File: src/verilog/sbpg_defs.svh
`ifndef SBPG_DEFS_SVH
`define SBPG_DEFS_SVH

// Register byte offsets
`define SBPG_OFS_FUNC       12'h000
`define SBPG_OFS_DIR        12'h004
`define SBPG_OFS_LEVEL      12'h008
`define SBPG_OFS_OUTVAL     12'h00c
`define SBPG_OFS_MODE       12'h010

// Field positions
`define SBPG_BIT_GPIO_MODE  0
`define SBPG_BIT_CLK_PIN    0
`define SBPG_BIT_DATA_PIN   1
`define SBPG_BIT_ENG_RUN    0

// Reset values
`define SBPG_RST_FUNC       1'b0
`define SBPG_RST_DIR        2'b00
`define SBPG_RST_OUTVAL     2'b00
`define SBPG_RST_ENG_RUN    1'b0
`define SBPG_RST_PIN_LEVEL  2'b11
`define SBPG_RST_PIN_BIT    1'b1
`define SBPG_RST_RDATA      32'h0000_0000

// Address decode width and pin count
`define SBPG_ADDR_W         12
`define SBPG_PIN_N          2

`endif

File: src/verilog/sbpg_pkg.sv
`include "sbpg_defs.svh"

package sbpg_pkg;

   // One bit per pin: bit 1 data line, bit 0 clock line
   typedef logic [`SBPG_PIN_N-1:0] sbpg_pins_t;

   // APB address as decoded by the block
   typedef logic [`SBPG_ADDR_W-1:0] sbpg_addr_t;

   // APB data word
   typedef logic [31:0] sbpg_word_t;

   // Registers the block decodes
   typedef enum logic [2:0] {
      SBPG_REG_FUNC,
      SBPG_REG_DIR,
      SBPG_REG_LEVEL,
      SBPG_REG_OUTVAL,
      SBPG_REG_MODE,
      SBPG_REG_NONE
   } sbpg_reg_t;

endpackage : sbpg_pkg

File: src/verilog/sbpg_gpio.sv
// The implementer's own choices: the APB interface to the registers and the placing of the registers.
`timescale 1ns/1ps
`include "sbpg_defs.svh"

module sbpg_gpio (
   // System side
   input  wire logic                clk_sys_i,      // System clock, 100 MHz
   input  wire logic                rst_i,          // Async reset, active high
   input  wire logic                ce_i,           // Clock enable, freezes all state when low
   // APB slave
   input  wire logic                psel_i,         // Slave select
   input  wire logic                penable_i,      // Access phase
   input  wire logic                pwrite_i,       // Write when high
   input  wire sbpg_pkg::sbpg_addr_t paddr_i,       // Byte address
   input  wire sbpg_pkg::sbpg_word_t pwdata_i,      // Write data
   output sbpg_pkg::sbpg_word_t      prdata_o,     // Read data
   output logic                     pready_o,       // Transfer done
   output logic                     pslverr_o,      // Unmapped address
   // Serial clock pin
   input  wire logic                scl_pin_i,      // Clock pin level from input buffer
   output logic                     scl_pin_o,      // Clock pin drive level
   output logic                     scl_pin_oe_o,   // Clock pin drive enable
   // Serial data pin
   input  wire logic                sda_pin_i,      // Data pin level from input buffer
   output logic                     sda_pin_o,      // Data pin drive level
   output logic                     sda_pin_oe_o,   // Data pin drive enable
   // Protocol engine side
   input  wire logic                eng_scl_pull_i, // Engine pulls clock line low
   input  wire logic                eng_sda_pull_i, // Engine pulls data line low
   output logic                     eng_scl_o,      // Clock level seen by engine
   output logic                     eng_sda_o,      // Data level seen by engine
   output logic                     eng_rst_o,      // Engine held in reset
   // Status
   output logic                     gpio_mode_o     // Pins are general-purpose I/O
);
   import sbpg_pkg::*;

   // Register map; every register is one aligned word and unused bits read zero
   //   function select  bit 0 set makes both pins GPIO
   //   direction        bit 1 data pin, bit 0 clock pin; set means output
   //   pin level        bit 1 data pin, bit 0 clock pin; read only
   //   output value     bit 1 data pin, bit 0 clock pin; driven only as GPIO output
   //   mode             bit 0 set lets the protocol engine run
   // Unmapped offsets answer with an error and read zero.

   // ------------------------------------------------------------------
   // Control state
   // ------------------------------------------------------------------
   logic       gpio_mode_select;     // Function select
   sbpg_pins_t pin_direction;        // Bit 1 data pin, bit 0 clock pin
   sbpg_pins_t pin_output_value;     // Levels driven in GPIO output mode
   logic       engine_reset_release; // Engine runs while high

   // Settled pin levels after the synchroniser
   sbpg_pins_t pin_level;
   sbpg_pins_t raw_pins;

   // ------------------------------------------------------------------
   // Address decode
   // ------------------------------------------------------------------
   // Used for both the write strobes and the read mux
   function automatic sbpg_reg_t decode_reg(input sbpg_addr_t addr);
      sbpg_reg_t r;
      r = SBPG_REG_NONE;
      unique case (addr)
         `SBPG_OFS_FUNC:   r = SBPG_REG_FUNC;
         `SBPG_OFS_DIR:    r = SBPG_REG_DIR;
         `SBPG_OFS_LEVEL:  r = SBPG_REG_LEVEL;
         `SBPG_OFS_OUTVAL: r = SBPG_REG_OUTVAL;
         `SBPG_OFS_MODE:   r = SBPG_REG_MODE;
         default:          r = SBPG_REG_NONE;
      endcase
      return r;
   endfunction : decode_reg

   // Builds a read word with only the low pin bits live
   function automatic sbpg_word_t pin_word(input sbpg_pins_t bits);
      sbpg_word_t w;
      w = `SBPG_RST_RDATA;
      w[`SBPG_PIN_N-1:0] = bits;
      return w;
   endfunction : pin_word

   // ------------------------------------------------------------------
   // APB handshake
   // ------------------------------------------------------------------
   // Access phase waits one cycle so read data can come from a flop
   // Cost: every transfer takes one wait state, writes included
   wire        access_phase = psel_i & penable_i;
   wire        access_start = access_phase & ~pready_o;
   wire        access_done  = access_phase & pready_o;
   wire        wr_commit    = access_done & pwrite_i;
   wire        next_pready  = access_start;
   sbpg_reg_t  addr_reg;
   assign addr_reg = decode_reg(paddr_i);
   wire        addr_bad     = (addr_reg == SBPG_REG_NONE);

   // Write strobes, taken at the edge where pready is seen high
   wire        wr_func   = wr_commit & (addr_reg == SBPG_REG_FUNC);
   wire        wr_dir    = wr_commit & (addr_reg == SBPG_REG_DIR);
   wire        wr_outval = wr_commit & (addr_reg == SBPG_REG_OUTVAL);
   wire        wr_mode   = wr_commit & (addr_reg == SBPG_REG_MODE);
   // The pin-level register has no strobe at all, so a write there is dropped

   // ------------------------------------------------------------------
   // Read mux
   // ------------------------------------------------------------------
   sbpg_word_t rd_word;
   sbpg_pins_t func_bits;
   sbpg_pins_t mode_bits;

   // Single-bit registers widened with zero upper bits
   assign func_bits = {1'b0, gpio_mode_select};
   assign mode_bits = {1'b0, engine_reset_release};

   always_comb begin
      rd_word = `SBPG_RST_RDATA;
      unique case (addr_reg)
         SBPG_REG_FUNC:   rd_word = pin_word(func_bits);
         SBPG_REG_DIR:    rd_word = pin_word(pin_direction);
         SBPG_REG_LEVEL:  rd_word = pin_word(pin_level);
         SBPG_REG_OUTVAL: rd_word = pin_word(pin_output_value);
         SBPG_REG_MODE:   rd_word = pin_word(mode_bits);
         SBPG_REG_NONE:   rd_word = `SBPG_RST_RDATA;
      endcase
   end

   wire        rd_load   = next_pready & ~pwrite_i;
   wire        err_load  = next_pready & addr_bad;

   // Handshake answer; pready is a one-cycle pulse, but a held access sees it again every second cycle
   always_ff @(posedge clk_sys_i or posedge rst_i) begin
      if (rst_i) begin
         pready_o  <= 1'b0;
         pslverr_o <= 1'b0;
      end else if (ce_i) begin
         pready_o  <= next_pready;
         pslverr_o <= err_load;
      end
   end

   // Read data changes only when a read is answered, then holds
   always_ff @(posedge clk_sys_i or posedge rst_i) begin
      if (rst_i) begin
         prdata_o <= `SBPG_RST_RDATA;
      end else if (ce_i) begin
         if (rd_load) begin
            prdata_o <= rd_word;
         end
      end
   end

   // ------------------------------------------------------------------
   // Control registers
   // ------------------------------------------------------------------
   // Function select; only bit 0 is stored, upper write data is discarded
   always_ff @(posedge clk_sys_i or posedge rst_i) begin
      if (rst_i) begin
         gpio_mode_select <= `SBPG_RST_FUNC;
      end else if (ce_i) begin
         if (wr_func) begin
            gpio_mode_select <= pwdata_i[`SBPG_BIT_GPIO_MODE];
         end
      end
   end

   // Direction bits; they only matter once GPIO mode is selected
   always_ff @(posedge clk_sys_i or posedge rst_i) begin
      if (rst_i) begin
         pin_direction <= `SBPG_RST_DIR;
      end else if (ce_i) begin
         if (wr_dir) begin
            pin_direction <= pwdata_i[`SBPG_PIN_N-1:0];
         end
      end
   end

   // Output value is kept in bus mode too, so it is ready when GPIO mode returns
   always_ff @(posedge clk_sys_i or posedge rst_i) begin
      if (rst_i) begin
         pin_output_value <= `SBPG_RST_OUTVAL;
      end else if (ce_i) begin
         if (wr_outval) begin
            pin_output_value <= pwdata_i[`SBPG_PIN_N-1:0];
         end
      end
   end

   // Engine run bit, untouched by function or direction writes
   always_ff @(posedge clk_sys_i or posedge rst_i) begin
      if (rst_i) begin
         engine_reset_release <= `SBPG_RST_ENG_RUN;
      end else if (ce_i) begin
         if (wr_mode) begin
            engine_reset_release <= pwdata_i[`SBPG_BIT_ENG_RUN];
         end
      end
   end

   // ------------------------------------------------------------------
   // Pin input synchroniser
   // ------------------------------------------------------------------
   assign raw_pins[`SBPG_BIT_DATA_PIN] = sda_pin_i;
   assign raw_pins[`SBPG_BIT_CLK_PIN]  = scl_pin_i;

   // Levels are read whatever the function and direction settings are
   // In bus mode the engine reads the same settled levels, one cycle later
   sbpg_sync u_sync (
      .clk_sys_i (clk_sys_i),
      .rst_i     (rst_i),
      .ce_i      (ce_i),
      .pin_i     (raw_pins),
      .level_o   (pin_level)
   );

   // ------------------------------------------------------------------
   // Pin drive selection
   // ------------------------------------------------------------------
   // Drive per pin:
   //   GPIO, direction 1  drives its output-value bit
   //   GPIO, direction 0  released, the pin is an input only
   //   bus function       open drain, low while the engine pulls and runs
   // GPIO drive needs both the mode and the pin's own direction bit
   sbpg_pins_t gpio_drive_en;
   sbpg_pins_t eng_pull;
   sbpg_pins_t next_pin_oe;
   sbpg_pins_t next_pin_val;

   assign eng_pull[`SBPG_BIT_DATA_PIN] = eng_sda_pull_i;
   assign eng_pull[`SBPG_BIT_CLK_PIN]  = eng_scl_pull_i;

   genvar p;
   generate
      for (p = 0; p < `SBPG_PIN_N; p++) begin : g_drive
         assign gpio_drive_en[p] = gpio_mode_select & pin_direction[p];
         // Serial-bus function is open drain: the engine only ever pulls low
         assign next_pin_oe[p]   = gpio_mode_select ? gpio_drive_en[p]
                                                    : eng_pull[p] & ~eng_rst_o;
         assign next_pin_val[p]  = gpio_mode_select & pin_output_value[p];
      end
   endgenerate

   // ------------------------------------------------------------------
   // Engine side selection
   // ------------------------------------------------------------------
   // In GPIO mode the engine is fed idle-high lines so it never sees a bus event
   sbpg_pins_t next_eng_in;
   assign next_eng_in = gpio_mode_select ? `SBPG_RST_PIN_LEVEL : pin_level;

   // Engine reset follows the run bit only; the function select plays no part
   wire        next_eng_rst = ~engine_reset_release;

   // Clock pin drive; registered so the pad never sees decode glitches
   always_ff @(posedge clk_sys_i or posedge rst_i) begin
      if (rst_i) begin
         scl_pin_o    <= 1'b0;
         scl_pin_oe_o <= 1'b0;
      end else if (ce_i) begin
         scl_pin_o    <= next_pin_val[`SBPG_BIT_CLK_PIN];
         scl_pin_oe_o <= next_pin_oe[`SBPG_BIT_CLK_PIN];
      end
   end

   // Data pin drive; one cycle behind the control bits, like the clock pin
   always_ff @(posedge clk_sys_i or posedge rst_i) begin
      if (rst_i) begin
         sda_pin_o    <= 1'b0;
         sda_pin_oe_o <= 1'b0;
      end else if (ce_i) begin
         sda_pin_o    <= next_pin_val[`SBPG_BIT_DATA_PIN];
         sda_pin_oe_o <= next_pin_oe[`SBPG_BIT_DATA_PIN];
      end
   end

   // Engine view; idle-high lines and engine held in reset from power-up
   always_ff @(posedge clk_sys_i or posedge rst_i) begin
      if (rst_i) begin
         eng_scl_o <= 1'b1;
         eng_sda_o <= 1'b1;
         eng_rst_o <= 1'b1;
      end else if (ce_i) begin
         eng_scl_o <= next_eng_in[`SBPG_BIT_CLK_PIN];
         eng_sda_o <= next_eng_in[`SBPG_BIT_DATA_PIN];
         eng_rst_o <= next_eng_rst;
      end
   end

   // Status copy of the function select
   always_ff @(posedge clk_sys_i or posedge rst_i) begin
      if (rst_i) begin
         gpio_mode_o <= `SBPG_RST_FUNC;
      end else if (ce_i) begin
         gpio_mode_o <= gpio_mode_select;
      end
   end

   // No interlock: switching modes with the engine running is left to software
   // A running engine sees idle-high lines in GPIO mode and simply waits

endmodule : sbpg_gpio

File: src/verilog/sbpg_sync.sv
`timescale 1ns/1ps
`include "sbpg_defs.svh"

module sbpg_sync (
   input  wire logic              clk_sys_i,   // System clock
   input  wire logic              rst_i,       // Async reset, active high
   input  wire logic              ce_i,        // Clock enable
   input  wire sbpg_pkg::sbpg_pins_t pin_i,    // Raw pin levels
   output sbpg_pkg::sbpg_pins_t      level_o   // Settled pin levels
);
   import sbpg_pkg::*;

   // One three-stage chain per pin; a change counts once stages two and three agree
   genvar g;
   generate
      for (g = 0; g < `SBPG_PIN_N; g++) begin : g_pin
         logic meta;
         logic stage2;
         logic stage3;
         wire  agree = (stage2 == stage3);

         // Stage one feeds stage two only, so metastability never reaches logic
         always_ff @(posedge clk_sys_i or posedge rst_i) begin
            if (rst_i) begin
               meta     <= `SBPG_RST_PIN_BIT;  // Idle-high lines, so release shows no false edge
               stage2   <= `SBPG_RST_PIN_BIT;
               stage3   <= `SBPG_RST_PIN_BIT;
               level_o[g] <= `SBPG_RST_PIN_BIT;
            end else if (ce_i) begin
               meta     <= pin_i[g];
               stage2   <= meta;
               stage3   <= stage2;
               if (agree) begin
                  level_o[g] <= stage3;
               end
            end
         end
      end
   endgenerate

endmodule : sbpg_sync
File: config.mk
export PLATFORM = sky130hd
export DESIGN_NAME = sbpg_gpio
export DESIGN_NICKNAME = d
export VERILOG_FILES = /design/src/verilog/sbpg_pkg.sv /design/src/verilog/sbpg_gpio.sv /design/src/verilog/sbpg_sync.sv
export VERILOG_INCLUDE_DIRS = /design/src /design/src/verilog
export SDC_FILE = /design/constraint.sdc
export NUM_CORES = 1
export LEC_CHECK = 0
export ABC_CLOCK_PERIOD_IN_PS = 2000
export BUFFER_PORTS_ARGS = -buffer_cell sky130_fd_sc_hd__buf_2
export CELL_PAD_IN_SITES_DETAIL_PLACEMENT = 1
export CELL_PAD_IN_SITES_GLOBAL_PLACEMENT = 1
export CORE_UTILIZATION = 30
export DETAILED_ROUTE_END_ITERATION = 8
export GPL_TIMING_DRIVEN = 0
export PLACE_DENSITY = 0.88
export SYNTH_ARGS = -nofsm -noshare
export SYNTH_HDL_FRONTEND = slang
export SYNTH_SLANG_ARGS = --single-unit
File: constraint.sdc
create_clock -name clk_sys_i -period 2 [get_ports clk_sys_i]
set_input_delay 0.5 -clock clk_sys_i [delete_from_list [all_inputs] [get_ports clk_sys_i]]
set_output_delay 0.5 -clock clk_sys_i [all_outputs]
set_load 0.01 [all_outputs]
Word-level counts from Yosys, hierarchy flattened:

Cells that the tools add are included.

* input port bits: 54
* flip-flop bits (word level): 56
* logic and storage cells: 68

* bitwise logic cells: 20
* equality and inequality tests: 11
* multiplexer cells: 5
* reductions and logical operators: 9

Operators with widths (number)
* 32-bit one-hot mux with 6 select lines: 1
* 12-bit by 4-bit equality test with 1-bit output (second input constant): 2
* 1-bit AND: 16
* 3-bit one-hot mux with 5 select lines: 1
* 2-bit AND reduction: 7
* 12-bit by 3-bit equality test with 1-bit output (second input constant): 1
* 12-bit by 5-bit equality test with 1-bit output (second input constant): 1
* 12-bit logical NOT: 1
* 3-bit by 2-bit equality test with 1-bit output (second input constant): 2
* 3-bit equality test (second input constant): 2
* 1-bit inverter: 4
* 3-bit by 1-bit equality test with 1-bit output (second input constant): 1
* 3-bit logical NOT: 1
* 1-bit equality test: 2
* 1-bit two-way mux: 2
* 2-bit two-way mux: 1

Longest topological paths before layout:

Gate-level depths: netlist (run 1).

* word-level depth: 5
* gate-level depth with buffers: 5

Hierarchy:

A second synthesis (run 1) with hierarchy kept.

* cell total of the unflattened synthesis: 141
* area total of the unflattened synthesis: 1478.9 sq um

Modules (own cells, without submodules)
* sbpg_gpio: area an instance 1141.1 sq um, cells an instance 119, times used 1
* sbpg_sync: area an instance 337.8 sq um, cells an instance 22, times used 1

Worst setup path after synthesis (run 1):

No wires, ideal clock.

* path type: input to register
* start: input port paddr_i[11]
* end: register pin_direction[0]
* library setup time: 125 ps
* arrival time: 1588 ps
* stages on the path: 4
* buffers on the path: 0
* setup slack: 288 ps
* cell sequence: nor4_2 nand3_2 nor4b_4 mux2_2

* longest elaborated chain between the ends: 5

Ends and longest elaborated chain
* from (decl): RTL line sbpg_gpio.sv:14 `input wire sbpg_pkg::sbpg_addr_t paddr_i,`
* 12-bit by 5-bit equality test with 1-bit output, or another cell as far along: RTL line sbpg_gpio.sv:65 `unique case (addr)`
* 3-bit one-hot mux with 5 select lines *: RTL line sbpg_gpio.sv:65
* 3-bit by 1-bit equality test with 1-bit output *: RTL line sbpg_gpio.sv:100 `wire wr_dir = wr_commit & (addr_reg == SBPG_REG_DIR);`
* 1-bit AND *: RTL line sbpg_gpio.sv:100
* 2-bit AND reduction (no line) *
* to (signal assigned): RTL line sbpg_gpio.sv:170 `` pin_direction <= `SBPG_RST_DIR; ``
* to (signal assigned): RTL line sbpg_gpio.sv:173 `` pin_direction <= pwdata_i[`SBPG_PIN_N-1:0]; ``
* to (decl): RTL line sbpg_gpio.sv:50 `sbpg_pins_t pin_direction;`

Every way passes the cells marked *; elsewhere a longest branch is shown, timed or not.
A chain may end at the register's enable or synchronous reset.

Final worst setup path (run 1):

* start: input port paddr_i[7]
* end: register engine_reset_release

* longest elaborated chain between the ends: 5

Ends and longest elaborated chain
* 12-bit by 5-bit equality test with 1-bit output, or another cell as far along: RTL line sbpg_gpio.sv:65
* 3-bit one-hot mux with 5 select lines *: RTL line sbpg_gpio.sv:65
* 3-bit equality test *: RTL line sbpg_gpio.sv:102 `wire wr_mode = wr_commit & (addr_reg == SBPG_REG_MODE);`
* 1-bit AND *: RTL line sbpg_gpio.sv:102
* 2-bit AND reduction (no line) *
* to (signal assigned): RTL line sbpg_gpio.sv:192 `` engine_reset_release <= `SBPG_RST_ENG_RUN; ``
* to (signal assigned): RTL line sbpg_gpio.sv:195 `` engine_reset_release <= pwdata_i[`SBPG_BIT_ENG_RUN]; ``
* to (decl): RTL line sbpg_gpio.sv:52 `logic engine_reset_release;`

Marked as above.

==> results of run 1 <==
[routing by layer]
metal,share of wire,routed length [µm],vias to the layer above
met2,0.50,1600,34
li1,-,-,559
met3,0.063,202,5
met1,0.42,1340,531
met4,0.016,50,0
met5,0,0,-
[how the worst max path moves through the flow]
stage	cells after the start	slack, ns	to	start
floorplan	4	0.29	pin_direction[0]$_DFFE_PP0P_	paddr_i[11]
global placement	5	0.04	engine_reset_release$_DFFE_PP0P_	paddr_i[11]
detailed placement	5	0.01	pin_direction[1]$_DFFE_PP0P_	paddr_i[7]
CTS	5	0.32	pin_direction[1]$_DFFE_PP0P_	paddr_i[7]
global route	5	0.22	engine_reset_release$_DFFE_PP0P_	paddr_i[7]
finish	5	0.32	engine_reset_release$_DFFE_PP0P_	paddr_i[7]
[power groups by stage]
stage / logic [mW] / clock network [mW] / registers (mW)
after CTS: 0.231 / 0.325 / 0.633
after global routing: 0.257 / 0.349 / 0.642
after global placement: 0.224 / 0 / 0.639
final: 0.230 / 0.314 / 0.633
after detailed placement: 0.231 / 0 / 0.642
after floorplan: 0.162 / 0 / 0.640
[flip-flops by register name, indices dropped and copies added (netlist names), 2 cells and up]
name / cells
pin_direction: 2
pin_output_value: 2
prdata_o: 2
u_sync.g_pin.meta: 2
u_sync.g_pin.stage2: 2
u_sync.g_pin.stage3: 2
u_sync.level_o: 2
[area by class of cell]
cell class	instances	area [µm²]
fillers	573	2870
multi-input cells	105	659
flip-flops and latches	26	664
plain buffers	36	258
clock buffers	3	41.3
clock inverters	1	3.75
inverters	5	18.8
well taps	67	83.8
repair buffers	32	160
[cell usage after synthesis (3+ instances only)]
| cell type | instances | area [µm²] |
|---|---|---|
| a21oi_1 | 11 | 55.1 |
| buf_4 | 30 | 225 |
| clkbuf_1 | 3 | 11.3 |
| dfrtp_1 | 15 | 375 |
| dfstp_2 | 11 | 289 |
| inv_1 | 5 | 18.8 |
| mux2_2 | 14 | 158 |
| nand2_1 | 6 | 22.5 |
| nand2b_1 | 3 | 18.8 |
| nand3_1 | 3 | 15.0 |
| nor2_1 | 11 | 41.3 |
| o21ai_0 | 3 | 15.0 |
[critical path: cells and delay by family]
family / cells / cell delay, ns
simple gates: 3 / 0.88
mux: 1 / 0.38
buf+inv: 1 / 0.10
[cells by family after synthesis]
logic type      after synthesis  share of synthesized area
simple gates                 39                      0.169
compound gates               20                     0.0789
buf+inv                      41                      0.185
mux                          16                      0.119
other cells                   1                    0.00251
flops                        26                      0.445
[per-stage QoR]
| step | hold slack (ns) | utilization | worst slack [ns] | instance area [µm²] |
|---|---|---|---|---|
| 3_3_place_gp | 0.451 | 0.388 | 0.0423 | 1840 |
| 2_1_floorplan | 0.410 | - | 0.288 | 1600 |
| 5_1_grt | 0.450 | 0.397 | 0.221 | 1890 |
| 6_report | 0.434 | 0.397 | 0.324 | 1890 |
| 4_1_cts | 0.446 | 0.397 | 0.320 | 1890 |
| 3_5_place_dp | 0.476 | 0.388 | 0.0101 | 1840 |
==> results.md, run 1 <==
- Status: finished clean
- Maximum fanout along the worst path: 3
- Combinational share of power: 0.196
- Rel. slew slack: 0.334
- Synthesized cell area: 1490 µm²
- Top FF cell, synth: dfrtp_1
- Power Total: ~1.2 mW
- Minimum clock period: 1.68 ns
- Max cap viols: 0
- Num ports: 96
- Fmax: 0.596 GHz
- Period utilisation layout: 0.838
- Int Pwr: 850 µW
- H-tree levels: 1
- Final Max Slew Viols: 0
- DRT antenna net count: 0
- CP Capture Type: flip-flop
- Share of layout cells above drive strength 1: 0.486
- Most frequent cells in the layout: buf_2, buf_4, conb_1
- Post-DR wirelength/cell: between 10 and 15 µm
- Sw Ratio: 0.278
- Drt initial violations: 52
- Vias in the first global route: 1104
- Worst Path Required: about 2.2 ns
- Pwr dens: 623 nW/µm²
- GRT busiest layer: met2
- Commonest non-fill, non-tap cell in the layout: buf_2
- NetSw: 327 µW
- Final setup TNS: 0 ns
- Slowest Stage Delay on Critical Path: 0.38 ns
- Die footprint: 5260 µm²
- CP Class: in -> reg
- Leakage power: 0.939 nW
- Met2 Usage GRT: 0.219
- DR vias/cell: approximately 4
- Final nets: 263
- Met1 Usage GRT: 0.157
- CTS tree: yes
- N_diodes: 0
- Worst clock skew: between 0.01 and 0.015 ns
- CTS Hold Bufs: 0
- Worst EP arrival: 1.86 ns
- Library cells used by synthesis: 35
- Number of setup buffers added after CTS: 0
- Worst-margin pin slew: 0.998 ns
- CTS root buf: clkbuf_8
- Global route overflow: 0
- Largest net degree at the start of global routing: 27
- Post-synthesis register bit count: 26
- RSZ-0062 raised after global routing: false
- Final Wtd Congestion: 0.784
- Reg2reg end: pin_direction[1]$_DFFE_PP0P_
- I/O Buffers: 32
- Slowest CP cell: nor4_1
- WL final: around 3.2 mm
- Die W: 72.5 µm
- Clock share of power: 0.267
- Dpl cells: between 200 and 300
- Met3 GRT Util: 0.0403
- Post-DP HPWL: 2.52 mm
- Num Clock Sinks: 26
- CTS buffer count: 3
- Reg2Reg Setup Slack: between 0.4 and 0.5 ns
- First-pass GRT wire length: 5.20 mm
- Drt first pass iters: 4
- Total Routing Usage GR: 0.131
- Vias: 1129
- Synth warn: 0
- Clk Latency, worst-skew pair: approximately 0.28 ns
- # DRC: 0
- Post-cts sizing count: 0
- Initial antenna violation count: 0
- Critical path, cell by cell: buf_2 -> nor4_2 -> nand2_1 -> nor4_1 -> mux2_2
- Synthesis-to-layout area growth: 26.7%
- Sequential power share: 0.538
- Worst Hold Class: in -> async
- Final Hold Viols: 0
- Clock transition at path regs: 0.10 ns
- Ys async rst share: 1.00
- Non-filler instance count after layout: 275
- Sequential cell area fraction in the yosys report: 0.445
- Reg-to-reg startpoint: pready_o$_DFFE_PP0P_
- Max IR drop VDD: 0.370 mV
- Longest Clk Path Bufs: 2
- Post-Syn Instances: around 140
- Initial Utilization: 0.314
- Row cnt: 25
- Number of enable flip-flop cells after synthesis: 0
- Core footprint: 4750 µm²
- Startpoint types: primary input
- R2R cell count: 4
- DIE HEIGHT: between 70 and 80 µm
- Average cell area after synthesis: 10.4 µm²
- Setup violators final: 0
(Power assumes the default switching activity.)
==> inputs of run 2 (changes only) <==
- ABC_CLOCK_PERIOD_IN_PS: 2000 -> 1700
- clock period: 2 -> 1.7 ns (I/O delays scaled with it)
==> run 2 against run 1 <==
Critical path depth did not move. Sequential cell count unchanged. Clock power is 18% higher. Via count about the same. First-iteration DRC count down 44%. Sequential share of layout area decreased by 0.12 points. Critical endpoint is now pin_direction[1]$_DFFE_PP0P_. Sequential power is 18% higher. Hold slack worse by 0.076 ns. Core utilization is 0.13 points higher. Critical path type unchanged. Global-route usage did not move.
==> results.md, run 2 (same netlist as run 1, synthesis figures left out) <==
- Status: finished clean (unchanged)
- Initial Utilization: 0.314 (unchanged)
- Slowest Stage Delay on Critical Path: 0.37 ns (was 0.38 ns)
- Clk Latency, worst-skew pair: 0.28 ns (about the same)
- FF+latch area: 664 µm² (unchanged)
- N_diodes: 0 (unchanged)
- Drt initial violations: 29 (was 52)
- RSZ-0062 raised after global routing: false (unchanged)
- Num ports: 96 (unchanged)
- DRT antenna net count: 0 (unchanged)
- CTS tree: yes (unchanged)
- Die footprint: 5260 µm² (unchanged)
- Final Wtd Congestion: 0.784 (unchanged)
- Hold slack: 0.358 ns (was 0.434 ns)
- CTS Hold Bufs: 0 (unchanged)
- Most frequent cells in the layout: buf_2, buf_4, conb_1 (unchanged)
- Max cap viols: 0 (unchanged)
- Die W: 72.5 µm (unchanged)
- Worst setup margin: 0.125 ns (was 0.324 ns)
- Share of layout cells above drive strength 1: 0.490 (was 0.486)
- Total Routing Usage GR: 0.131 (unchanged)
- Slowest CP cell: mux2_2 (was nor4_1)
- Max IR drop VDD: 0.436 mV (was 0.370 mV)
- Worst Path Required: 1.88 ns (was 2.18 ns)
- Vias in the first global route: 1104 (unchanged)
- DR vias/cell: 4.10 (was 4.11)
- Clock transition at path regs: 0.10 ns (about the same)
- Num Clock Sinks: 26 (unchanged)
- Longest Clk Path Bufs: 2 (unchanged)
- Minimum clock period: 1.57 ns
- Initial antenna violation count: 0 (unchanged)
- Synthesis-to-layout area growth: 27.1% (was 26.7%)
- Startpoint types: primary input (unchanged)
- Core footprint: 4750 µm² (unchanged)
- Period utilisation layout: 0.926
- CTS buffer count: 3 (unchanged)
- Final nets: 263 (unchanged)
- Fill count: 571 (was 573)
- Worst Hold Class: in -> async (unchanged)
- # DRC: 0 (unchanged)
- I/O Buffers: 32 (unchanged)
- Final Max Slew Viols: 0 (unchanged)
- Post-DR wirelength/cell: 11.6 µm (about the same)
- Vias: 1128 (was 1129)
- CP Class: in -> reg (unchanged)
- Dpl ws: -0.215 ns (was 0.0101 ns)
- WL final: 3.20 mm (about the same)
- Commonest non-fill, non-tap cell in the layout: buf_2 (unchanged)
- Critical path, cell by cell: buf_2 -> nor4_2 -> nand3_2 -> nor4b_4 -> mux2_2 (was buf_2 -> nor4_2 -> nand2_1 -> nor4_1 -> mux2_2)
- Row cnt: 25 (unchanged)
- Final Hold Viols: 0 (unchanged)
- Worst clock skew: 0.0110 ns (was 0.0112 ns)
- Post-DP HPWL: 2.52 mm (unchanged)
- Maximum fanout along the worst path: 4 (was 3)
- CTS root buf: clkbuf_8 (unchanged)
- Worst-margin pin slew: 0.997 ns (was 0.998 ns)
- Reg2Reg Setup Slack: 0.15 ns (was 0.45 ns)
- Rel. slew slack: 0.335 (was 0.334)
- CP Capture Type: flip-flop (unchanged)
- DIE HEIGHT: 72.5 µm (unchanged)
- Worst EP arrival: 1.75 ns (was 1.86 ns)
- Pwr dens: 731 nW/µm² (was 623 nW/µm²)
- Global route overflow: 0 (unchanged)
- Largest net degree at the start of global routing: 27 (unchanged)
- Leakage power: 0.939 nW (about the same)
- Area of the multi-input gates: 666 µm² (was 659 µm²)
- Fmax: 0.635 GHz
- H-tree levels: 1 (unchanged)
- First-pass GRT wire length: 5.20 mm (unchanged)
- Drt first pass iters: 4 (unchanged)
- Setup violators final: 0 (unchanged)
==> run 2: final cells by class <==
type | instances | share of cell area
Buffer | 36 | 0.136
Clock buffer | 3 | 0.0218
Clock inverter | 1 | 0.00198
Inverter | 5 | 0.00990
Multi-Input combinational cell | 105 | 0.351
Sequential cell | 26 | 0.350
Tap cell | 67 | 0.0442
Timing Repair Buffer | 32 | 0.0845
==> run 2: what timing repair did <==
item / in CTS / in global routing
setup buffers: 0 / 0
setup endpoints to repair: 0 / 1
resized for setup: 0 / 1
==> run 2: critical path, delay by kind of cell <==
kind                   cells  cell delay [ns]
AND/OR/NAND/NOR            3             0.86
multiplexers               1             0.37
buffers and inverters      1             0.10
==> run 2: metrics by stage <==
step / area (µm²) / setup TNS, ns / cells / util / total power, mW
after detailed placement: 1840 / -0.932 / 271 / 0.388 / 1.03
after global placement: 1840 / -0.784 / 271 / 0.388 / 1.01
after CTS: 1890 / 0 / 275 / 0.397 / 1.40
final: 1900 / 0 / 275 / 0.399 / 1.38
after floorplan: 1600 / 0 / 172 / - / 0.943
after global routing: 1900 / 0 / 275 / 0.399 / 1.47
==> run 2: routing by layer <==
| metal | up-vias | track usage | wire length [µm] |
|---|---|---|---|
| li1 | 560 | - | - |
| met1 | 529 | 0.157 | 1350 |
| met2 | 34 | 0.219 | 1600 |
| met3 | 5 | 0.0403 | 202 |
| met4 | 0 | 0.0523 | 50 |
| met5 | - | 0 | 0 |
==> run 2: power breakdown <==
part	leakage, nW	switching [mW]	internal (mW)	total, mW
clock network	0.0231	0.207	0.163	0.369
registers	0.321	0.0401	0.704	0.744
logic	0.595	0.138	0.133	0.271
==> run 2: path summary, 6_finish.rpt <==
kind,startpoint,end,depth (start not counted)
worst max-delay path,paddr_i[11],pin_direction[1]$_DFFE_PP0P_,5
worst min-delay path,rst_i,sda_pin_o$_DFFE_PP0P_,2
worst max register to register,pready_o$_DFFE_PP0P_,pin_direction[1]$_DFFE_PP0P_,4
worst min register to register,engine_reset_release$_DFFE_PP0P_,eng_rst_o$_DFFE_PP1P_,1
max in group asynchronous,rst_i,sda_pin_oe_o$_DFFE_PP0P_,2
min in group clk_sys_i,pwdata_i[1],pin_output_value[1]$_DFFE_PP0P_,2
